File: src/capcmp_pkg.sv
// Purpose: Shared constants of the five-channel capture/compare array
// Assumes: 8-bit special function register bus, 100 MHz clk
// Notes:   Functional notes below, one per line
//
// Functional notes
// RQ1: One free-running 16-bit up counter, read as upper and lower byte.
// RQ2: Source select 0/1 clk divided by 6, 2 timer-0 overflow, 3 external.
// RQ3: External count source toggles no faster than a quarter of clk.
// RQ4: Idle gate bit 0 counts in idle; 1 stops counting in idle.
// RQ5: Module-4 guard enable bit turns the module-4 watchdog on or off.
// RQ6: Overflow irq enable lets the overflow flag request an interrupt.
// RQ7: Counter runs only while control bit 6 is set by software.
// RQ8: Hardware sets overflow flag bit 7; only software clears it.
// RQ9: Control bits 0-4 are module event flags, set by hw, cleared by sw.
// RQ10: All module events and overflow share one interrupt request.
// RQ11: Mode bit 0 lets the module event flag raise the interrupt.
// RQ12: Mode bit 1 selects PWM; duty set by the module value registers.
// RQ13: Mode bit 2 inverts the module pin on each counter/value match.
// RQ14: Mode bit 3 sets the module event flag on each match.
// RQ15: Mode bit 4 captures falling, bit 5 rising edges; both means either.
// RQ16: Mode bit 6 enables the comparator of counter against value.
// RQ17: Each module owns a 16-bit value pair, high and low byte.
// RQ18: Module n sits on port pin n, pins counted upward from module 0.
// RQ19: A valid enabled pin edge copies the counter into the value pair.
// RQ20: Software sets toggle, equal-flag and comparator for fast output.
// RQ21: Overflow is the counter wrapping from all ones to zero.
// RQ22: Interrupt is OR of gated overflow flag and gated module flags.
package capcmp_pkg;

  localparam int NUM_MODULES = 5;

  // Register addresses
  localparam logic [7:0] ADDR_CONTROL   = 8'hd8;
  localparam logic [7:0] ADDR_MODE      = 8'hd9;
  localparam logic [7:0] ADDR_MOD_MODE  = 8'hda;
  localparam logic [7:0] ADDR_CNT_LOW   = 8'he9;
  localparam logic [7:0] ADDR_CNT_HIGH  = 8'hf9;
  localparam logic [7:0] ADDR_VAL_LOW   = 8'hea;
  localparam logic [7:0] ADDR_VAL_HIGH  = 8'hfa;

  // Counter mode register fields
  localparam int MODE_IDLE_GATE   = 7;
  localparam int MODE_GUARD_EN    = 6;
  localparam int MODE_SRC_HI      = 2;
  localparam int MODE_SRC_LO      = 1;
  localparam int MODE_OVF_IE      = 0;
  localparam logic [7:0] MODE_WR_MASK = 8'hc7;

  // Counter control register fields
  localparam int CTRL_OVF_FLAG    = 7;
  localparam int CTRL_RUN         = 6;

  // Module mode register fields
  localparam int MM_CMP_EN        = 6;
  localparam int MM_RISE_GRAB     = 5;
  localparam int MM_FALL_GRAB     = 4;
  localparam int MM_EQ_FLAG       = 3;
  localparam int MM_FLIP          = 2;
  localparam int MM_PWM           = 1;
  localparam int MM_IRQ_EN        = 0;
  localparam logic [7:0] MM_WR_MASK = 8'h7f;

  // Reset values
  localparam logic [7:0]  RESET_REG8  = 8'h00;
  localparam logic [15:0] RESET_CNT   = 16'h0000;
  localparam logic        RESET_PIN   = 1'b1;

  // Count source codes and prescale
  typedef enum logic [1:0] {
    SRC_DIV_A  = 2'h0,
    SRC_DIV_B  = 2'h1,
    SRC_TIMER0 = 2'h2,
    SRC_EXTERN = 2'h3
  } count_src_t;
  localparam int PRESCALE_DIV = 6;

endpackage

File: src/five_channel_capture_compare_array.sv
// Purpose: Shared 16-bit counter with five capture/compare modules
// Assumes: SFR writes and reads are on clk; pins are asynchronous
// Notes:   Read data is registered, valid one cycle after the address
`timescale 1ns/1ps
`default_nettype none
module five_channel_capture_compare_array
  import capcmp_pkg::*;
#(
  parameter int NMOD = NUM_MODULES
) (
  input  wire logic            clk,
  input  wire logic            rst_n,
  input  wire logic [7:0]      sfrAddr,
  input  wire logic [7:0]      sfrWrData,
  input  wire logic            sfrWrEn,
  output logic      [7:0]      sfrRdData,
  input  wire logic            idleMode,
  input  wire logic            timer0Overflow,
  input  wire logic            extCountPin,
  input  wire logic [NMOD-1:0] moduleIoPinIn,
  output logic      [NMOD-1:0] moduleIoPinOut,
  output logic      [NMOD-1:0] moduleIoPinOe,
  output logic                 irqReq,
  output logic                 guardReset
);

  // ----------------------------------------------------------------
  // Helpers
  // ----------------------------------------------------------------
  // One-hot hit on a run of NMOD consecutive addresses
  function automatic logic [NMOD-1:0] rangeHit(
    input logic [7:0] addr,
    input logic [7:0] base,
    input logic       en
  );
    logic [NMOD-1:0] hit;
    hit = '0;
    for (int i = 0; i < NMOD; i++) begin
      hit[i] = en & (addr == base + 8'(i));
    end
    return hit;
  endfunction

  // ----------------------------------------------------------------
  // Registers
  // ----------------------------------------------------------------
  logic [7:0]      counterMode_q;
  logic            overflowFlag_q;
  logic            counterRun_q;
  logic [NMOD-1:0] eventFlag_q;
  logic [15:0]     counter_q;
  logic [7:0]      moduleMode_q [NMOD];
  logic [7:0]      valueHigh_q  [NMOD];
  logic [7:0]      valueLow_q   [NMOD];
  logic [NMOD-1:0] pinOut_q;
  logic [NMOD-1:0] pinOe_q;
  logic [7:0]      rdData_q;
  logic            irq_q;
  logic            guard_q;

  // ----------------------------------------------------------------
  // Pin synchronisers
  // ----------------------------------------------------------------
  logic [NMOD:0] pinLevel;
  logic [NMOD:0] pinRise;
  logic [NMOD:0] pinFall;

  // Pin n of the group is module n; top bit is the count input [RQ18]
  pin_sync_edge #(
    .WIDTH    (NMOD + 1)
  ) u_pins (
    .clk      (clk),
    .rst_n    (rst_n),
    .pinAsync ({extCountPin, moduleIoPinIn}),
    .pinLevel (pinLevel),
    .pinRise  (pinRise),
    .pinFall  (pinFall)
  );

  // ----------------------------------------------------------------
  // Address decode
  // ----------------------------------------------------------------
  wire             wrMode    = sfrWrEn & (sfrAddr == ADDR_MODE);
  wire             wrControl = sfrWrEn & (sfrAddr == ADDR_CONTROL);
  wire             wrCntLow  = sfrWrEn & (sfrAddr == ADDR_CNT_LOW);
  wire             wrCntHigh = sfrWrEn & (sfrAddr == ADDR_CNT_HIGH);
  wire [NMOD-1:0]  wrModMode = rangeHit(sfrAddr, ADDR_MOD_MODE, sfrWrEn);
  wire [NMOD-1:0]  wrValLow  = rangeHit(sfrAddr, ADDR_VAL_LOW, sfrWrEn);
  wire [NMOD-1:0]  wrValHigh = rangeHit(sfrAddr, ADDR_VAL_HIGH, sfrWrEn);
  wire [NMOD-1:0]  rdModMode = rangeHit(sfrAddr, ADDR_MOD_MODE, 1'b1);
  wire [NMOD-1:0]  rdValLow  = rangeHit(sfrAddr, ADDR_VAL_LOW, 1'b1);
  wire [NMOD-1:0]  rdValHigh = rangeHit(sfrAddr, ADDR_VAL_HIGH, 1'b1);

  // ----------------------------------------------------------------
  // Counter time base
  // ----------------------------------------------------------------
  logic countTick;
  wire  idleGated   = counterMode_q[MODE_IDLE_GATE] & idleMode;   // [RQ4]
  wire  countEnable = counterRun_q & ~idleGated;                  // [RQ7]
  wire  [15:0] counterNext = counter_q + 16'h0001;
  wire  overflowEv  = countTick & (counter_q == 16'hffff);        // [RQ21]
  wire  lowWrapEv   = countTick & (counter_q[7:0] == 8'hff);

  count_tick_gen #(
    .DIV            (PRESCALE_DIV)
  ) u_tick (
    .clk            (clk),
    .rst_n          (rst_n),
    .sourceSel      (counterMode_q[MODE_SRC_HI:MODE_SRC_LO]),     // [RQ2]
    .countEnable    (countEnable),
    .timer0Overflow (timer0Overflow),
    .extFall        (pinFall[NMOD]),
    .countTick      (countTick)
  );

  // External input is edge-detected after sync; needs fclk/4 max [RQ3]
  always_ff @(posedge clk or negedge rst_n) begin
    if (!rst_n) begin
      counter_q <= RESET_CNT;
    end else if (wrCntLow) begin
      counter_q <= {counter_q[15:8], sfrWrData};
    end else if (wrCntHigh) begin
      counter_q <= {sfrWrData, counter_q[7:0]};
    end else if (countTick) begin
      counter_q <= counterNext;                                   // [RQ1]
    end
  end

  // ----------------------------------------------------------------
  // Mode and control registers
  // ----------------------------------------------------------------
  always_ff @(posedge clk or negedge rst_n) begin
    if (!rst_n) begin
      counterMode_q <= RESET_REG8;
    end else if (wrMode) begin
      counterMode_q <= sfrWrData & MODE_WR_MASK;
    end
  end

  always_ff @(posedge clk or negedge rst_n) begin
    if (!rst_n) begin
      counterRun_q <= 1'b0;
    end else if (wrControl) begin
      counterRun_q <= sfrWrData[CTRL_RUN];                        // [RQ7]
    end
  end

  // Hardware set wins over a software clear in the same cycle
  wire ovfFlag_d = overflowEv |                                   // [RQ8]
                   (wrControl ? sfrWrData[CTRL_OVF_FLAG] : overflowFlag_q);

  always_ff @(posedge clk or negedge rst_n) begin
    if (!rst_n) begin
      overflowFlag_q <= 1'b0;
    end else begin
      overflowFlag_q <= ovfFlag_d;
    end
  end

  // ----------------------------------------------------------------
  // Capture/compare modules
  // ----------------------------------------------------------------
  logic [NMOD-1:0] matchEv;
  logic [NMOD-1:0] captureEv;
  logic [NMOD-1:0] pwmOn;
  logic [NMOD-1:0] flagSet;
  logic [NMOD-1:0] pinOut_d;

  for (genvar m = 0; m < NMOD; m++) begin : g_mod
    wire [7:0] mm = moduleMode_q[m];
    wire [15:0] value = {valueHigh_q[m], valueLow_q[m]};

    // Match checked against the count being entered [RQ16]
    assign matchEv[m] = mm[MM_CMP_EN] & countTick & (counterNext == value);

    assign captureEv[m] = (mm[MM_RISE_GRAB] & pinRise[m]) |       // [RQ15]
                          (mm[MM_FALL_GRAB] & pinFall[m]);

    assign pwmOn[m] = mm[MM_CMP_EN] & mm[MM_PWM];                 // [RQ12]

    assign flagSet[m] = captureEv[m] |                            // [RQ9]
                        (matchEv[m] & mm[MM_EQ_FLAG]);            // [RQ14]

    // PWM pin is low while the low count is under the duty byte [RQ12]
    assign pinOut_d[m] =
      pwmOn[m] ? (counter_q[7:0] >= valueLow_q[m]) :
      (matchEv[m] & mm[MM_FLIP]) ? ~pinOut_q[m] :                 // [RQ13]
      pinOut_q[m];

    always_ff @(posedge clk or negedge rst_n) begin
      if (!rst_n) begin
        moduleMode_q[m] <= RESET_REG8;
      end else if (wrModMode[m]) begin
        moduleMode_q[m] <= sfrWrData & MM_WR_MASK;
      end
    end

    // Capture has priority over a software write [RQ17]
    always_ff @(posedge clk or negedge rst_n) begin
      if (!rst_n) begin
        valueHigh_q[m] <= RESET_REG8;
      end else if (captureEv[m]) begin
        valueHigh_q[m] <= counter_q[15:8];                        // [RQ19]
      end else if (wrValHigh[m]) begin
        valueHigh_q[m] <= sfrWrData;
      end
    end

    // Duty byte reloads from the high byte at each low-byte wrap
    always_ff @(posedge clk or negedge rst_n) begin
      if (!rst_n) begin
        valueLow_q[m] <= RESET_REG8;
      end else if (captureEv[m]) begin
        valueLow_q[m] <= counter_q[7:0];                          // [RQ19]
      end else if (wrValLow[m]) begin
        valueLow_q[m] <= sfrWrData;
      end else if (pwmOn[m] & lowWrapEv) begin
        valueLow_q[m] <= valueHigh_q[m];                          // [RQ12]
      end
    end

    always_ff @(posedge clk or negedge rst_n) begin
      if (!rst_n) begin
        pinOut_q[m] <= RESET_PIN;
        pinOe_q[m]  <= 1'b0;
      end else begin
        pinOut_q[m] <= pinOut_d[m];
        pinOe_q[m]  <= pwmOn[m] | mm[MM_FLIP];
      end
    end
  end

  // ----------------------------------------------------------------
  // Event flags
  // ----------------------------------------------------------------
  // Set wins over clear; software may also set a flag
  wire [NMOD-1:0] eventFlag_d =
    flagSet | (wrControl ? sfrWrData[NMOD-1:0] : eventFlag_q);    // [RQ9]

  always_ff @(posedge clk or negedge rst_n) begin
    if (!rst_n) begin
      eventFlag_q <= '0;
    end else begin
      eventFlag_q <= eventFlag_d;
    end
  end

  // ----------------------------------------------------------------
  // Shared interrupt and module-4 watchdog
  // ----------------------------------------------------------------
  logic [NMOD-1:0] moduleIrqEn;
  for (genvar k = 0; k < NMOD; k++) begin : g_ie
    assign moduleIrqEn[k] = moduleMode_q[k][MM_IRQ_EN];           // [RQ11]
  end

  // One request line for every source [RQ10]
  wire irq_d = (overflowFlag_q & counterMode_q[MODE_OVF_IE]) |    // [RQ6]
               |(eventFlag_q & moduleIrqEn);                      // [RQ22]

  // Guard fires on a module-4 match; software keeps moving the value
  wire guard_d = counterMode_q[MODE_GUARD_EN] & matchEv[NMOD-1];  // [RQ5]

  always_ff @(posedge clk or negedge rst_n) begin
    if (!rst_n) begin
      irq_q   <= 1'b0;
      guard_q <= 1'b0;
    end else begin
      irq_q   <= irq_d;
      guard_q <= guard_d;
    end
  end

  // ----------------------------------------------------------------
  // Read back
  // ----------------------------------------------------------------
  // Reserved bits read as zero; unmapped addresses read zero
  function automatic logic [7:0] readMux(input logic [7:0] addr);
    logic [7:0] r;
    r = 8'h00;
    if (addr == ADDR_MODE) begin
      r = counterMode_q;
    end
    if (addr == ADDR_CONTROL) begin
      r = {overflowFlag_q, counterRun_q, 1'b0, eventFlag_q};
    end
    if (addr == ADDR_CNT_LOW) begin
      r = counter_q[7:0];
    end
    if (addr == ADDR_CNT_HIGH) begin
      r = counter_q[15:8];
    end
    for (int i = 0; i < NMOD; i++) begin
      if (rdModMode[i]) begin
        r = moduleMode_q[i];
      end
      if (rdValLow[i]) begin
        r = valueLow_q[i];
      end
      if (rdValHigh[i]) begin
        r = valueHigh_q[i];
      end
    end
    return r;
  endfunction

  always_ff @(posedge clk or negedge rst_n) begin
    if (!rst_n) begin
      rdData_q <= RESET_REG8;
    end else begin
      rdData_q <= readMux(sfrAddr);
    end
  end

  // ----------------------------------------------------------------
  // Outputs
  // ----------------------------------------------------------------
  // Fast-output mode relies on software setting all three bits [RQ20]
  assign sfrRdData      = rdData_q;
  assign moduleIoPinOut = pinOut_q;
  assign moduleIoPinOe  = pinOe_q;
  assign irqReq         = irq_q;
  assign guardReset     = guard_q;

endmodule // five_channel_capture_compare_array
`default_nettype wire

File: src/pin_sync_edge.sv
// Purpose: Two-flop synchroniser with edge pulses for a pin group
// Assumes: Pins are asynchronous to clk
// Notes:   Edges are seen two to three cycles after the pin moves
`timescale 1ns/1ps
`default_nettype none
module pin_sync_edge #(
  parameter int WIDTH = 6
) (
  input  wire logic             clk,
  input  wire logic             rst_n,
  input  wire logic [WIDTH-1:0] pinAsync,
  output logic      [WIDTH-1:0] pinLevel,
  output logic      [WIDTH-1:0] pinRise,
  output logic      [WIDTH-1:0] pinFall
);

  logic [WIDTH-1:0] meta_q;
  logic [WIDTH-1:0] sync_q;
  logic [WIDTH-1:0] prev_q;

  // Only the second stage reads the first
  always_ff @(posedge clk or negedge rst_n) begin
    if (!rst_n) begin
      // Idle-high reset level, so release makes no false edge
      meta_q <= '1;
      sync_q <= '1;
      prev_q <= '1;
    end else begin
      meta_q <= pinAsync;
      sync_q <= meta_q;
      prev_q <= sync_q;
    end
  end

  assign pinLevel = sync_q;
  assign pinRise  = sync_q & ~prev_q;
  assign pinFall  = ~sync_q & prev_q;

endmodule // pin_sync_edge
`default_nettype wire

File: src/count_tick_gen.sv
// Purpose: Increment pulse for the shared counter
// Assumes: Timer-0 overflow and external fall are one-cycle pulses
// Notes:   Prescaler holds while the counter is stopped
`timescale 1ns/1ps
`default_nettype none
module count_tick_gen
  import capcmp_pkg::*;
#(
  parameter int DIV = PRESCALE_DIV
) (
  input  wire logic       clk,
  input  wire logic       rst_n,
  input  wire logic [1:0] sourceSel,
  input  wire logic       countEnable,
  input  wire logic       timer0Overflow,
  input  wire logic       extFall,
  output logic            countTick
);

  logic [3:0] pre_q;
  logic [3:0] pre_d;
  logic       preWrap;
  logic       srcTick;

  // ----------------------------------------------------------------
  // Prescaler
  // ----------------------------------------------------------------
  assign preWrap = (pre_q == 4'(DIV - 1));
  assign pre_d   = !countEnable ? pre_q :
                   (preWrap ? 4'h0 : pre_q + 4'h1);

  always_ff @(posedge clk or negedge rst_n) begin
    if (!rst_n) begin
      pre_q <= 4'h0;
    end else begin
      pre_q <= pre_d;
    end
  end

  // ----------------------------------------------------------------
  // Source select
  // ----------------------------------------------------------------
  // Codes 0 and 1 both give the divide-by-6 clock [RQ2]
  assign srcTick = (sourceSel == SRC_TIMER0) ? timer0Overflow :
                   (sourceSel == SRC_EXTERN) ? extFall :
                   preWrap;
  assign countTick = countEnable & srcTick;

endmodule // count_tick_gen
`default_nettype wire

File: config.mk
export PLATFORM = sky130hd
export DESIGN_NAME = five_channel_capture_compare_array
export DESIGN_NICKNAME = d
export VERILOG_FILES = /design/src/capcmp_pkg.sv /design/src/five_channel_capture_compare_array.sv /design/src/pin_sync_edge.sv /design/src/count_tick_gen.sv
export SDC_FILE = /design/constraint.sdc
export NUM_CORES = 1
export LEC_CHECK = 0
export BUFFER_PORTS_ARGS = -buffer_cell sky130_fd_sc_hd__buf_2
export CORE_UTILIZATION = 39
export CTS_BUF_LIST = sky130_fd_sc_hd__clkbuf_4 sky130_fd_sc_hd__clkbuf_8 sky130_fd_sc_hd__clkbuf_16
export DETAILED_ROUTE_END_ITERATION = 6
export PLACE_DENSITY_LB_ADDON = 0.2
export SYNTH_ARGS = -nofsm -noshare
export SYNTH_HDL_FRONTEND = slang
export SYNTH_SLANG_ARGS = --single-unit
File: constraint.sdc
create_clock -name clk -period 2.9 [get_ports clk]
set_input_delay 0.58 -clock clk [delete_from_list [all_inputs] [get_ports clk]]
set_output_delay 0.58 -clock clk [all_outputs]
set_load 0.01 [all_outputs]
==> results of run 1 <==
==> per-stage QoR <==
step / area [sq um] / util, % / std cells / hold slack (ns) / power, mW
after floorplan: 12630 / - / 1405 / 0.2844 / 6.008
after global placement: 14160 / 44.66 / 1906 / 0.3453 / 7.498
after detailed placement: 14160 / 44.66 / 1906 / 0.3470 / 7.558
after CTS: 14810 / 46.69 / 1940 / 0.1498 / 10.01
after global routing: 15000 / 47.28 / 1948 / 0.1700 / 10.66
final: 15000 / 47.28 / 1948 / 0.1166 / 10.17
==> per-layer routing <==
layer | track usage [%] | part of all wire (%)
met5 | 0 | 0
met4 | 13.75 | 3.9
met3 | 6.237 | 8.8
met2 | 48.89 | 42
met1 | 49.73 | 45
==> power breakdown <==
group	switching (mW)	internal (mW)	total (mW)
Combinational	1.63	1.62	3.25
Clock	1.19	1.23	2.42
Sequential	1.31	3.19	4.51
Total	4.13	6.05	10.2
==> worst max-delay path by stage <==
stage                                   from                            end  slack, ns  cells past startpoint
floorplan           counter_q[1]$_DFFE_PN0P_  moduleIoPinOut[1]$_DFFE_PN1P_       0.17                     10
global placement    counter_q[0]$_DFFE_PN0P_  moduleIoPinOut[3]$_DFFE_PN1P_      -0.11                     10
detailed placement  counter_q[0]$_DFFE_PN0P_  moduleIoPinOut[3]$_DFFE_PN1P_      -0.18                     10
CTS                 counter_q[0]$_DFFE_PN0P_  moduleIoPinOut[1]$_DFFE_PN1P_       0.01                     10
global route        counter_q[4]$_DFFE_PN0P_  moduleIoPinOut[3]$_DFFE_PN1P_      -0.07                     11
finish              counter_q[4]$_DFFE_PN0P_  moduleIoPinOut[3]$_DFFE_PN1P_      -0.02                     11
==> kinds of logic after synthesis <==
group,after synthesis,share of synthesized area (%)
adders and majority gates,41,4.061
muxes,128,10.76
and+or+nand+nor,441,17.02
buffers and inverters,143,4.486
xor gates and xnor gates,94,8.656
DFF,185,36.87
AOI/OAI and AO/OA,373,18.14
==> critical path: cells and delay by family, from the launching register on <==
family,cells,cell delay (ns)
compound gates,1,0.14
xor+xnor,3,0.53
buf+inv,3,0.61
flops,1,0.43
simple gates,4,1.13
==> state kept, by name, indices dropped and copies added (netlist names) <==
| register | count |
|---|---|
| g_mod.value | 80 |
| g_mod.mm | 35 |
| counter_q | 16 |
| sfrRdData | 8 |
| u_pins.meta_q | 6 |
| u_pins.pinLevel | 6 |
| u_pins.prev_q | 6 |
| counterMode_q | 5 |
| eventFlag_q | 5 |
| moduleIoPinOe | 5 |
| moduleIoPinOut | 5 |
| u_tick.pre_q | 4 |
| counterRun_q | 1 |
| guardReset | 1 |
| irqReq | 1 |
| overflowFlag_q | 1 |
==> placed cells by master (no fill, tap or decap), drive strengths merged, types with 8 or more instances in the layout <==
cell type  count
nand2        205
buf          202
dfrtp        162
o21ai        143
a21oi        102
mux2i         66
nor2          65
mux2          62
xnor2         59
inv           54
nand3         45
ha            41
dfstp         23
clkbuf        19
xnor3         18
nand4         17
xor2          16
nand2b        15
o211ai        15
nand3b        13
a21o          13
a22oi         13
o22ai         12
nor4          12
and3          10
nor3          10
or3           10
and2           9
a222oi         9
a31oi          8
a211oi         8
clkinv         8
==> final cells by class <==
cell class              instances  area, sq um
clock buffers                  18        432.9
clock inverters                14        160.2
fillers                      3127        16720
inverters                      49        183.9
multi-input cells            1077         7552
flip-flops and latches        185         4661
well taps                     402        503.0
repair buffers                203         1503
==> what timing repair did <==
item,4_1_cts,5_1_grt
hold buffers,0,0
buffers inserted,2,8
endpoints found under the hold margin,0,0
setup endpoints to repair,4,14
pin swaps,2,12
gates resized for setup,7,26
==> impl_metrics.csv, run 1 <==
group,metric,value,unit
die,initial_core_util,39.83,%
die,floorplan.die_area,33120,sq um
synthesis,synth_most_common_cell,"sky130_fd_sc_hd__nand2_1",
timing,final.min_clock_period,2.918,ns
timing,final_hold_viol_count,0,
timing,setup_repair_after_global_routing_missed_its_margin,"yes",
critical_path,reg2reg_setup_slack,-0.02,ns
die,row_count,65,
global_routing,grt_pass1_vias,11310,
global_routing,overall_fraction_of_global_route_tracks_in_use,33.93,%
timing,fmax,342.7,MHz
synthesis,synth.cell_area,12630,sq um
timing,timing.final.max_slew_violations,0,
synthesis,netlist_top_cells_count,"sky130_fd_sc_hd__nand2_1, sky130_fd_sc_hd__dfrtp_1, sky130_fd_sc_hd__o21ai_0",
timing,final_critical_path_setup_slack,-0.01768,ns
synthesis,ys_dominant_reg_cell,"sky130_fd_sc_hd__dfrtp_1",
global_routing,grt_remaining_overflow,0,
synthesis,mappedNetlistNets,1473,
critical_path,worstPathRequired,3.30,ns
critical_path,worstSetupEndpointType,"flip-flop",
layout,insertedDiodeCount,0,
worst_hold_path,min_path_type,"in -> async",
power_and_ir_drop,leakage,6.901,nW
route,detailedRoute.firstIterationViolations,1405,
synthesis,ys.warnings.count,0,
route,postRouteAntennaNets,0,
critical_path,timing.critical_path.slowest_cell_delay,0.43,ns
synthesis,synth_top_cells_by_area,"sky130_fd_sc_hd__dfrtp_1, sky130_fd_sc_hd__nand2_1, sky130_fd_sc_hd__mux2_2, sky130_fd_sc_hd__o21ai_0, sky130_fd_sc_hd__mux2i_1",
critical_path,path_class,"reg -> reg",
synthesis,synth.largest_area_cell,"sky130_fd_sc_hd__dfrtp_1",
synthesis,netlist_instances,1405,
global_routing,first_pass_grt_wire_length,79.93,mm
outcome,outcome,"finished, violations left",
timing,final_setup_tns,-0.01768,ns
run,timing.max_cap.violations,0,
synthesis,synth.ff_latch_count,185,
critical_path,start_kind,"flip-flop",
critical_path,path_common_cell,"sky130_fd_sc_hd__buf_4",
clock_network,tritoncts,"done",
die,die_h,182.0,um
clock_network,cts-root-to-sink-buffers,2,
power_and_ir_drop,power_density,678.5,nW/um^2
timing,tightest_slew,0.8072,ns
clock_network,cts.sink_count,185,
placement,placement.setup.worst_slack,-0.1769,ns
clock_network,cts_made_buffers,17,
synthesis,synth_sequential_area_ratio,36.87,%
timing,slew-limit-headroom,46.19,%
outcome,violations,"DRC, setup timing",
synthesis,synth.avg_cell_area,8.992,sq um
clock_network,clkSlewWorstSetupHoldPaths,0.08,ns
synthesis,synthDominantCellAreaShare,32.09,%
critical_path,crit-reg2reg-capture,"moduleIoPinOut[3]$_DFFE_PN1P_",
timing,timing.final.crit_share,100.6,%
clock_network,clk_latency_worst_skew_pair,0.47,ns
route,drcViolationCount,3,
route,firstDrtPassIters,7,
global_routing,antenna_found_initial,2,
layout,final_nets,1601,
die,core-area,31720,sq um
route,post_drt_via_cell_ratio,6.107,
route,routed_wl,54.92,mm
die,ioPinCount,47,
synthesis,synthDistinctLibCells,79,
layout,drive_gt1_share,23.35,%
synthesis,ys_async_sr_fraction,100.0,%
critical_path,worstPathCellList,"nand4_4 -> buf_4 -> nor4_2 -> xnor2_2 -> buf_4 -> xnor2_1 -> nor4_2 -> buf_4 -> nand4_1 -> xor2_1 -> a22oi_1",
power_and_ir_drop,irDropWorstVdd,0.4642,mV
placement,dp.final_hpwl,40.75,mm
clock_network,cts-htree-levels,4,
synthesis,synth_edf_count,0,
critical_path,reg2reg_depth,11,
critical_path,slowest_stage,"sky130_fd_sc_hd__dfrtp_1",
critical_path,worst-path-max-fanout,7,
placement,gp_congestion,1.014,
timing,fin_skew,0.01880,ns
timing,setup-violations-final,1,
critical_path,worst_ep_arrival_time,3.31,ns
die,die_w,182.0,um
route,post_drt_wl_per_cell,28.19,um
placement,io_buffer_count,46,
route,via_count,11900,
critical_path,crit-reg2reg-launch,"counter_q[4]$_DFFE_PN0P_",
clock_network,buffer_type_at_the_clock_tree_root,"sky130_fd_sc_hd__clkbuf_16",
layout,flow.area_growth_from_synthesis,18.70,%
global_routing,largest_net_degree_at_the_start_of_global_routing,66,
Power figures use the tool's default switching activity.
==> run 2: changes to the inputs <==
==> constraint.sdc (replaced) <==
create_clock -name clk -period 3.7 [get_ports clk]
set_input_delay 0.74 -clock clk [delete_from_list [all_inputs] [get_ports clk]]
set_output_delay 0.74 -clock clk [all_outputs]
set_load 0.01 [all_outputs]
==> run 2 against run 1 <==
Net effect: cell area fell by 5.2%; global-route usage fell by 0.059 points; the run ends with DRC left; combinational power fell by 27%; largest power group unchanged; total power fell by 23%; wire length fell by 0.36%; setup slack improved by 0.51 ns; critical path depth fell by 1.
==> impl_metrics.csv, run 2 (synthesis gave the netlist of run 1 again) <==
group,metric,value,unit
outcome,outcome,"finished, violations left",
outcome,violations,"DRC",
layout,final_nets,1522,
route,firstDrtPassIters,7,
critical_path,timing.critical_path.slowest_cell_delay,0.50,ns
route,post_drt_via_cell_ratio,6.218,
clock_network,buffer_type_at_the_clock_tree_root,"sky130_fd_sc_hd__clkbuf_16",
route,via_count,11620,
timing,final.min_clock_period,3.207,ns
power_and_ir_drop,share_seq_of_total_power,45.5,%
global_routing,antenna_found_initial,0,
power_and_ir_drop,netSwitchingFraction,40.68,%
critical_path,start_kind,"flip-flop",
clock_network,postCtsSetupBuffers,0,
route,routed_wl,54.72,mm
clock_network,tritoncts,"done",
placement,gp_congestion,1.048,
timing,fmax,311.8,MHz
power_and_ir_drop,cell_internal_pwr,4.653,mW
layout,largest_reg_flops,80,
critical_path,timing.critical_path.max_delay_family,"simple AND/OR/NAND/NOR gates",
placement,io_buffer_count,46,
layout,final_core_utilization,44.80,%
timing,setup_repair_after_global_routing_missed_its_margin,"no",
placement,placed_area,13620,sq um
timing,slew-limit-headroom,39.46,%
die,initial_core_util,39.83,%
critical_path,reg2reg_setup_slack,0.49,ns
critical_path,worst-path-max-fanout,13,
timing,timing.final.max_slew_violations,0,
die,die_h,182.0,um
timing,setup-violations-final,0,
power_and_ir_drop,report.power.total,7.844,mW
timing,final_hold_viol_count,0,
run,timing.max_cap.violations,0,
critical_path,cp_depth,10,
clock_network,cts.sink_count,185,
global_routing,overall_fraction_of_global_route_tracks_in_use,33.87,%
route,detailedRoute.firstIterationViolations,1348,
power_and_ir_drop,net-switching-power,3.191,mW
worst_hold_path,min_path_type,"in -> async",
global_routing,grt_pass1_vias,11080,
layout,flow.area_growth_from_synthesis,12.48,%
layout,final_design_area_no_fill,14210,sq um
critical_path,cp-startpoint,"counter_q[0]$_DFFE_PN0P_",
clock_network,cts_repair_resize_count,0,
critical_path,crit-reg2reg-launch,"counter_q[0]$_DFFE_PN0P_",
global_routing,first_pass_grt_wire_length,79.58,mm
die,floorplan.die_area,33120,sq um
layout,commonest_non_fill_non_tap_cells_in_the_layout,"sky130_fd_sc_hd__nand2_1, sky130_fd_sc_hd__dfrtp_1, sky130_fd_sc_hd__o21ai_0, sky130_fd_sc_hd__a21oi_1, sky130_fd_sc_hd__buf_4",
die,core-area,31720,sq um
critical_path,worstSetupEndpointType,"flip-flop",
die,ioPinCount,47,
clock_network,cts-root-to-sink-buffers,2,
global_routing,largest_net_degree_at_the_start_of_global_routing,67,
route,postRouteAntennaNets,0,
global_routing,grt_remaining_overflow,0,
clock_network,cts_made_buffers,17,
power_and_ir_drop,clockPowerShare,24.3,%
placement,dp.final_hpwl,40.53,mm
power_and_ir_drop,combPwrFrac,30.2,%
clock_network,postCtsHoldBufs,0,
timing,fin_skew,0.01390,ns
die,row_count,65,
power_and_ir_drop,leakage,6.458,nW
critical_path,crit-reg2reg-capture,"moduleIoPinOut[1]$_DFFE_PN1P_",
critical_path,cp_num_buf_inv,2,
layout,mostFrequentLayoutCell,"sky130_fd_sc_hd__nand2_1",
clock_network,clk_latency_worst_skew_pair,0.48,ns
timing,timing.final.crit_share,86.67,%
layout,fillers,3144,
critical_path,path_class,"reg -> reg",
timing,tightest_slew,0.9061,ns
power_and_ir_drop,power_density,552.0,nW/um^2
critical_path,reg2reg_depth,10,
critical_path,worstPathRequired,4.10,ns
power_and_ir_drop,irDropWorstVdd,0.3664,mV
layout,drive_gt1_share,18.20,%
critical_path,worstPathCellList,"buf_4 -> inv_1 -> ha_1 -> nand4b_1 -> or4b_1 -> a2111o_1 -> a211oi_2 -> nand4_1 -> xor2_1 -> a21oi_1",
critical_path,worst_ep_arrival_time,3.61,ns
route,post_drt_wl_per_cell,29.28,um
timing,finalHoldWorstSlack,0.1896,ns
critical_path,slowest_stage,"sky130_fd_sc_hd__or4b_1",
die,die_w,182.0,um
layout,regArea,4658,sq um
clock_network,clkSlewWorstSetupHoldPaths,0.08,ns
layout,multiInputGateArea,7427,sq um
clock_network,cts-htree-levels,4,
route,drcViolationCount,1,
layout,insertedDiodeCount,0,
## run 2: changes by cell type in the layout (fill, tap and decap cells not counted), sizes merged
cell / previous run / this run
buf: 202 / 123
clkinv: 8 / 4
clkinvlp: 0 / 3
clkbuf: 19 / 20
## run 2: worst max-delay path by stage
stage / end
6_report: moduleIoPinOut[1]$_DFFE_PN1P_
5_1_grt: sfrRdData[0]$_DFF_PN0_
4_1_cts: moduleIoPinOut[1]$_DFFE_PN1P_
3_5_place_dp: sfrRdData[1]$_DFF_PN0_
3_3_place_gp: sfrRdData[1]$_DFF_PN0_
2_1_floorplan: g_mod[4].value[0]$_DFFE_PN0P_
## run 2: cell type report
class	count	share of cell area [%]
Multi-Input combinational cell	1077	52.27
Timing Repair Buffer	124	5.979
Tap cell	402	3.540
Sequential cell	185	32.78
Clock buffer	19	3.187
Clock inverter	13	0.9510
Inverter	49	1.294
## run 2: layer usage
metal | part of all wire [%] | routed length, um | global-route usage [%]
met4 | 3.8 | 2077 | 13.82
met5 | 0 | 0 | 0
met2 | 42 | 22770 | 48.09
met1 | 44 | 24160 | 48.82
met3 | 10 | 5710 | 8.343
## run 2: power by group through the flow
stage,logic (mW),registers (mW),clock network [mW]
2_1_floorplan,1.73,2.97,0
3_3_place_gp,2.28,3.54,0
3_5_place_dp,2.32,3.53,0
4_1_cts,2.33,3.49,1.93
5_1_grt,2.62,3.57,2.01
6_report,2.37,3.57,1.91
## run 2: through the flow
step                       TNS, ns  std cells  setup WS, ns
after floorplan                  0       1405        0.9511
after global placement    -0.04259       1837      -0.04259
final                            0       1869        0.4933
after detailed placement         0       1837        0.1382
after global routing             0       1869        0.3451
after CTS                        0       1869        0.5526
==> run 3: changes to the inputs <==
--- a/config.mk
+++ b/config.mk
@@ -5,11 +5,13 @@
 export SDC_FILE = /design/constraint.sdc
 export NUM_CORES = 1
 export LEC_CHECK = 0
+export ABC_AREA = 1
 export BUFFER_PORTS_ARGS = -buffer_cell sky130_fd_sc_hd__buf_2
 export CORE_UTILIZATION = 39
 export CTS_BUF_LIST = sky130_fd_sc_hd__clkbuf_4 sky130_fd_sc_hd__clkbuf_8 sky130_fd_sc_hd__clkbuf_16
 export DETAILED_ROUTE_END_ITERATION = 6
 export PLACE_DENSITY_LB_ADDON = 0.2
+export RECOVER_POWER = 100
 export SYNTH_ARGS = -nofsm -noshare
 export SYNTH_HDL_FRONTEND = slang
 export SYNTH_SLANG_ARGS = --single-unit
==> run 3 against run 2 <==
Net effect: the flow finishes with violations (capacitance limit, slew limit); synthesized cell count grew 18%; wire length is 6.2% lower; final cell count grew 14%; clock skew increased by 0.0023 ns; cell area fell by 7.1%; count of clock-buffer cells in the layout unchanged; maximum frequency is 8.3% lower; global-route usage hardly changed; non-clock buffer count decreased by 36; die area decreased by 6.6%; setup slack lost 0.29 ns; critical path type unchanged; largest power group is now combinational cells.
==> impl_metrics.csv, run 3 <==
group,metric,value,unit
outcome,outcome,"finished, violations left",
outcome,violations,"capacitance limit, slew limit",
clock_network,cts-root-to-sink-buffers,2,
timing,fin_skew,0.01623,ns
layout,final_core_utilization,44.44,%
critical_path,worst_ep_arrival_time,3.89,ns
timing,setup_repair_after_global_routing_missed_its_margin,"no",
route,post_drt_via_cell_ratio,5.860,
timing,timing.final.crit_share,94.56,%
route,via_count,12470,
run,timing.max_cap.violations,1,
timing,final_hold_viol_count,0,
global_routing,antenna_found_initial,2,
timing,final.min_clock_period,3.499,ns
die,core-area,29720,sq um
synthesis,synth.cell_area,11790,sq um
clock_network,cts-htree-levels,4,
route,routed_wl,51.31,mm
power_and_ir_drop,netSwitchingFraction,43.15,%
critical_path,worstSetupEndpointType,"flip-flop",
synthesis,synth_top_cells_by_area,"sky130_fd_sc_hd__dfrtp_1, sky130_fd_sc_hd__nand2_1, sky130_fd_sc_hd__o21ai_0, sky130_fd_sc_hd__nor2_1, sky130_fd_sc_hd__inv_1",
global_routing,overall_fraction_of_global_route_tracks_in_use,33.84,%
synthesis,synth.largest_area_cell,"sky130_fd_sc_hd__dfrtp_1",
power_and_ir_drop,net-switching-power,3.217,mW
power_and_ir_drop,cell_internal_pwr,4.238,mW
synthesis,synth.ff_latch_count,185,
timing,final_setup_tns,0,ns
placement,dp.final_hpwl,36.93,mm
layout,largest_reg_flops,80,
global_routing,grt_pass1_vias,11530,
synthesis,synthDistinctLibCells,51,
synthesis,ys_async_sr_fraction,100.0,%
die,initial_core_util,39.67,%
critical_path,worstPathRequired,4.10,ns
route,drcViolationCount,0,
timing,setup-violations-final,0,
power_and_ir_drop,power_density,564.5,nW/um^2
power_and_ir_drop,irDropWorstVdd,0.2772,mV
critical_path,timing.critical_path.max_delay_family,"simple AND/OR/NAND/NOR gates",
synthesis,mappedNetlistNets,1725,
clock_network,postCtsSetupBuffers,0,
route,detailedRoute.firstIterationViolations,1714,
die,ioPinCount,47,
synthesis,netlist_top_cells_count,"sky130_fd_sc_hd__nand2_1, sky130_fd_sc_hd__nor2_1, sky130_fd_sc_hd__o21ai_0",
synthesis,synth_edf_count,0,
critical_path,timing.critical_path.slowest_cell_delay,0.82,ns
placement,gp_congestion,1.025,
synthesis,synth.avg_cell_area,7.115,sq um
global_routing,first_pass_grt_wire_length,75.14,mm
synthesis,netlist_instances,1657,
worst_hold_path,min_path_type,"reg -> reg",
power_and_ir_drop,clockPowerShare,26.9,%
layout,flow.area_growth_from_synthesis,12.00,%
power_and_ir_drop,leakage,6.198,nW
placement,placed_area,12690,sq um
timing,fmax,285.8,MHz
placement,numPlacedInstances,2093,
clock_network,cts.sink_count,185,
layout,final_design_area_no_fill,13210,sq um
synthesis,synthDominantCellAreaShare,34.38,%
clock_network,buffer_type_at_the_clock_tree_root,"sky130_fd_sc_hd__clkbuf_16",
critical_path,slowest_stage,"sky130_fd_sc_hd__dfrtp_1",
power_and_ir_drop,share_seq_of_total_power,36.3,%
clock_network,clk_latency_worst_skew_pair,0.46,ns
synthesis,ys_dominant_reg_cell,"sky130_fd_sc_hd__dfrtp_1",
clock_network,cts_repair_resize_count,0,
critical_path,start_kind,"flip-flop",
route,post_drt_wl_per_cell,24.12,um
timing,tightest_slew,2.388,ns
synthesis,synth_most_common_cell,"sky130_fd_sc_hd__nand2_1",
power_and_ir_drop,combPwrFrac,36.8,%
clock_network,tritoncts,"done",
layout,commonest_non_fill_non_tap_cells_in_the_layout,"sky130_fd_sc_hd__nand2_1, sky130_fd_sc_hd__nor2_1, sky130_fd_sc_hd__o21ai_0, sky130_fd_sc_hd__inv_1, sky130_fd_sc_hd__dfrtp_1",
layout,drive_gt1_share,8.012,%
die,floorplan.die_area,30930,sq um
clock_network,postCtsHoldBufs,0,
layout,mostFrequentLayoutCell,"sky130_fd_sc_hd__nand2_1",
global_routing,largest_net_degree_at_the_start_of_global_routing,86,
global_routing,grt_remaining_overflow,0,
critical_path,path_common_cell,"sky130_fd_sc_hd__nand2_1",
layout,final_nets,1790,
critical_path,path_class,"reg -> reg",
critical_path,worst-path-max-fanout,10,
route,postRouteAntennaNets,0,
route,firstDrtPassIters,7,
timing,timing.final.max_slew_violations,86,
clock_network,clkSlewWorstSetupHoldPaths,0.07,ns
critical_path,worstPathCellList,"ha_1 -> nand2_1 -> nor2_1 -> nand3_1 -> inv_1 -> nand2_1 -> nand2_2 -> inv_1 -> nand2_1 -> and2_1 -> nand4_1 -> nor2_1 -> nand4_1 -> nand2_1 -> nand2_1 -> nand2_1",
die,die_w,175.9,um
synthesis,ys.warnings.count,0,
clock_network,cts_made_buffers,17,
critical_path,cp_num_buf_inv,2,
timing,slew-limit-headroom,-59.21,%
layout,final-instance-count-excl-fill,2127,
die,row_count,63,
synthesis,synth_sequential_area_ratio,39.51,%
die,die_h,175.9,um
placement,io_buffer_count,46,
[run 3: cell families after synthesis]
family                   synth area share, %
XOR/XNOR                               3.767
buffers and inverters                  7.715
AO/OA/AOI/OAI                          15.98
adder cells (fa/ha/maj)                4.351
multiplexers                         0.08490
flip-flops                             39.51
AND/OR/NAND/NOR                        28.59
[run 3: metal layers]
| layer | vias to the layer above | GRT usage (%) | wire (um) |
|---|---|---|---|
| li1 | 5605 | - | - |
| met2 | 766 | 49.92 | 21690 |
| met3 | 209 | 8.225 | 5479 |
| met5 | - | 0 | 0 |
| met1 | 5885 | 45.25 | 20970 |
| met4 | 0 | 18.88 | 3162 |
[run 3: final cells by class]
| class | count | area [sq um] |
|---|---|---|
| antenna | 2 | 5.005 |
| clock buffer | 19 | 452.9 |
| clock inverter | 13 | 166.4 |
| fill | 3096 | 16510 |
| inverter | 198 | 743.2 |
| multi-input combinational | 1232 | 6201 |
| sequential | 185 | 4658 |
| tap | 390 | 488.0 |
| timing repair buffer | 88 | 490.5 |
[run 3: final timing paths]
check | end | cells past startpoint | slack, ns | start
max | moduleIoPinOut[4]$_DFFE_PN1P_ | 16 | 0.20 | counter_q[0]$_DFFE_PN0P_
min | u_pins.pinLevel[5]$_DFF_PN1_ | 0 | 0.36 | u_pins.meta_q[5]$_DFF_PN1_
max reg2reg | moduleIoPinOut[4]$_DFFE_PN1P_ | 16 | 0.20 | counter_q[0]$_DFFE_PN0P_
min reg2reg | u_pins.pinLevel[5]$_DFF_PN1_ | 0 | 0.36 | u_pins.meta_q[5]$_DFF_PN1_
max in group asynchronous | g_mod[4].value[12]$_DFFE_PN0P_ | 2 | 0.73 | rst_n
min in group asynchronous | moduleIoPinOe[3]$_DFF_PN0_ | 1 | 0.98 | rst_n
[run 3: metrics by stage]
| stage | hold WS (ns) | power, mW | setup WS (ns) |
|---|---|---|---|
| finish | 0.3558 | 7.455 | 0.2012 |
| global route | 0.3642 | 7.746 | 0.1573 |
| CTS | 0.3570 | 7.335 | 0.2339 |
| detailed placement | 0.3468 | 5.339 | 0.2671 |
| global placement | 0.3453 | 5.324 | 0.3825 |
| floorplan | 0.3452 | 4.167 | 1.437 |
[run 3: worst register-to-register path: cells and delay by family, from the launching register on]
kind                     cells  cell delay [ns]
flip-flops                   1             0.82
adder cells (fa/ha/maj)      1             0.28
AND/OR/NAND/NOR             13             2.01
buffers and inverters        2             0.34
[run 3: power groups by stage]
stage / clock, mW / sequential, mW / combinational, mW
CTS: 2.02 / 2.68 / 2.64
finish: 2.00 / 2.71 / 2.74
global placement: 0 / 2.72 / 2.60
detailed placement: 0 / 2.72 / 2.62
global route: 2.09 / 2.72 / 2.94
floorplan: 0 / 2.55 / 1.61
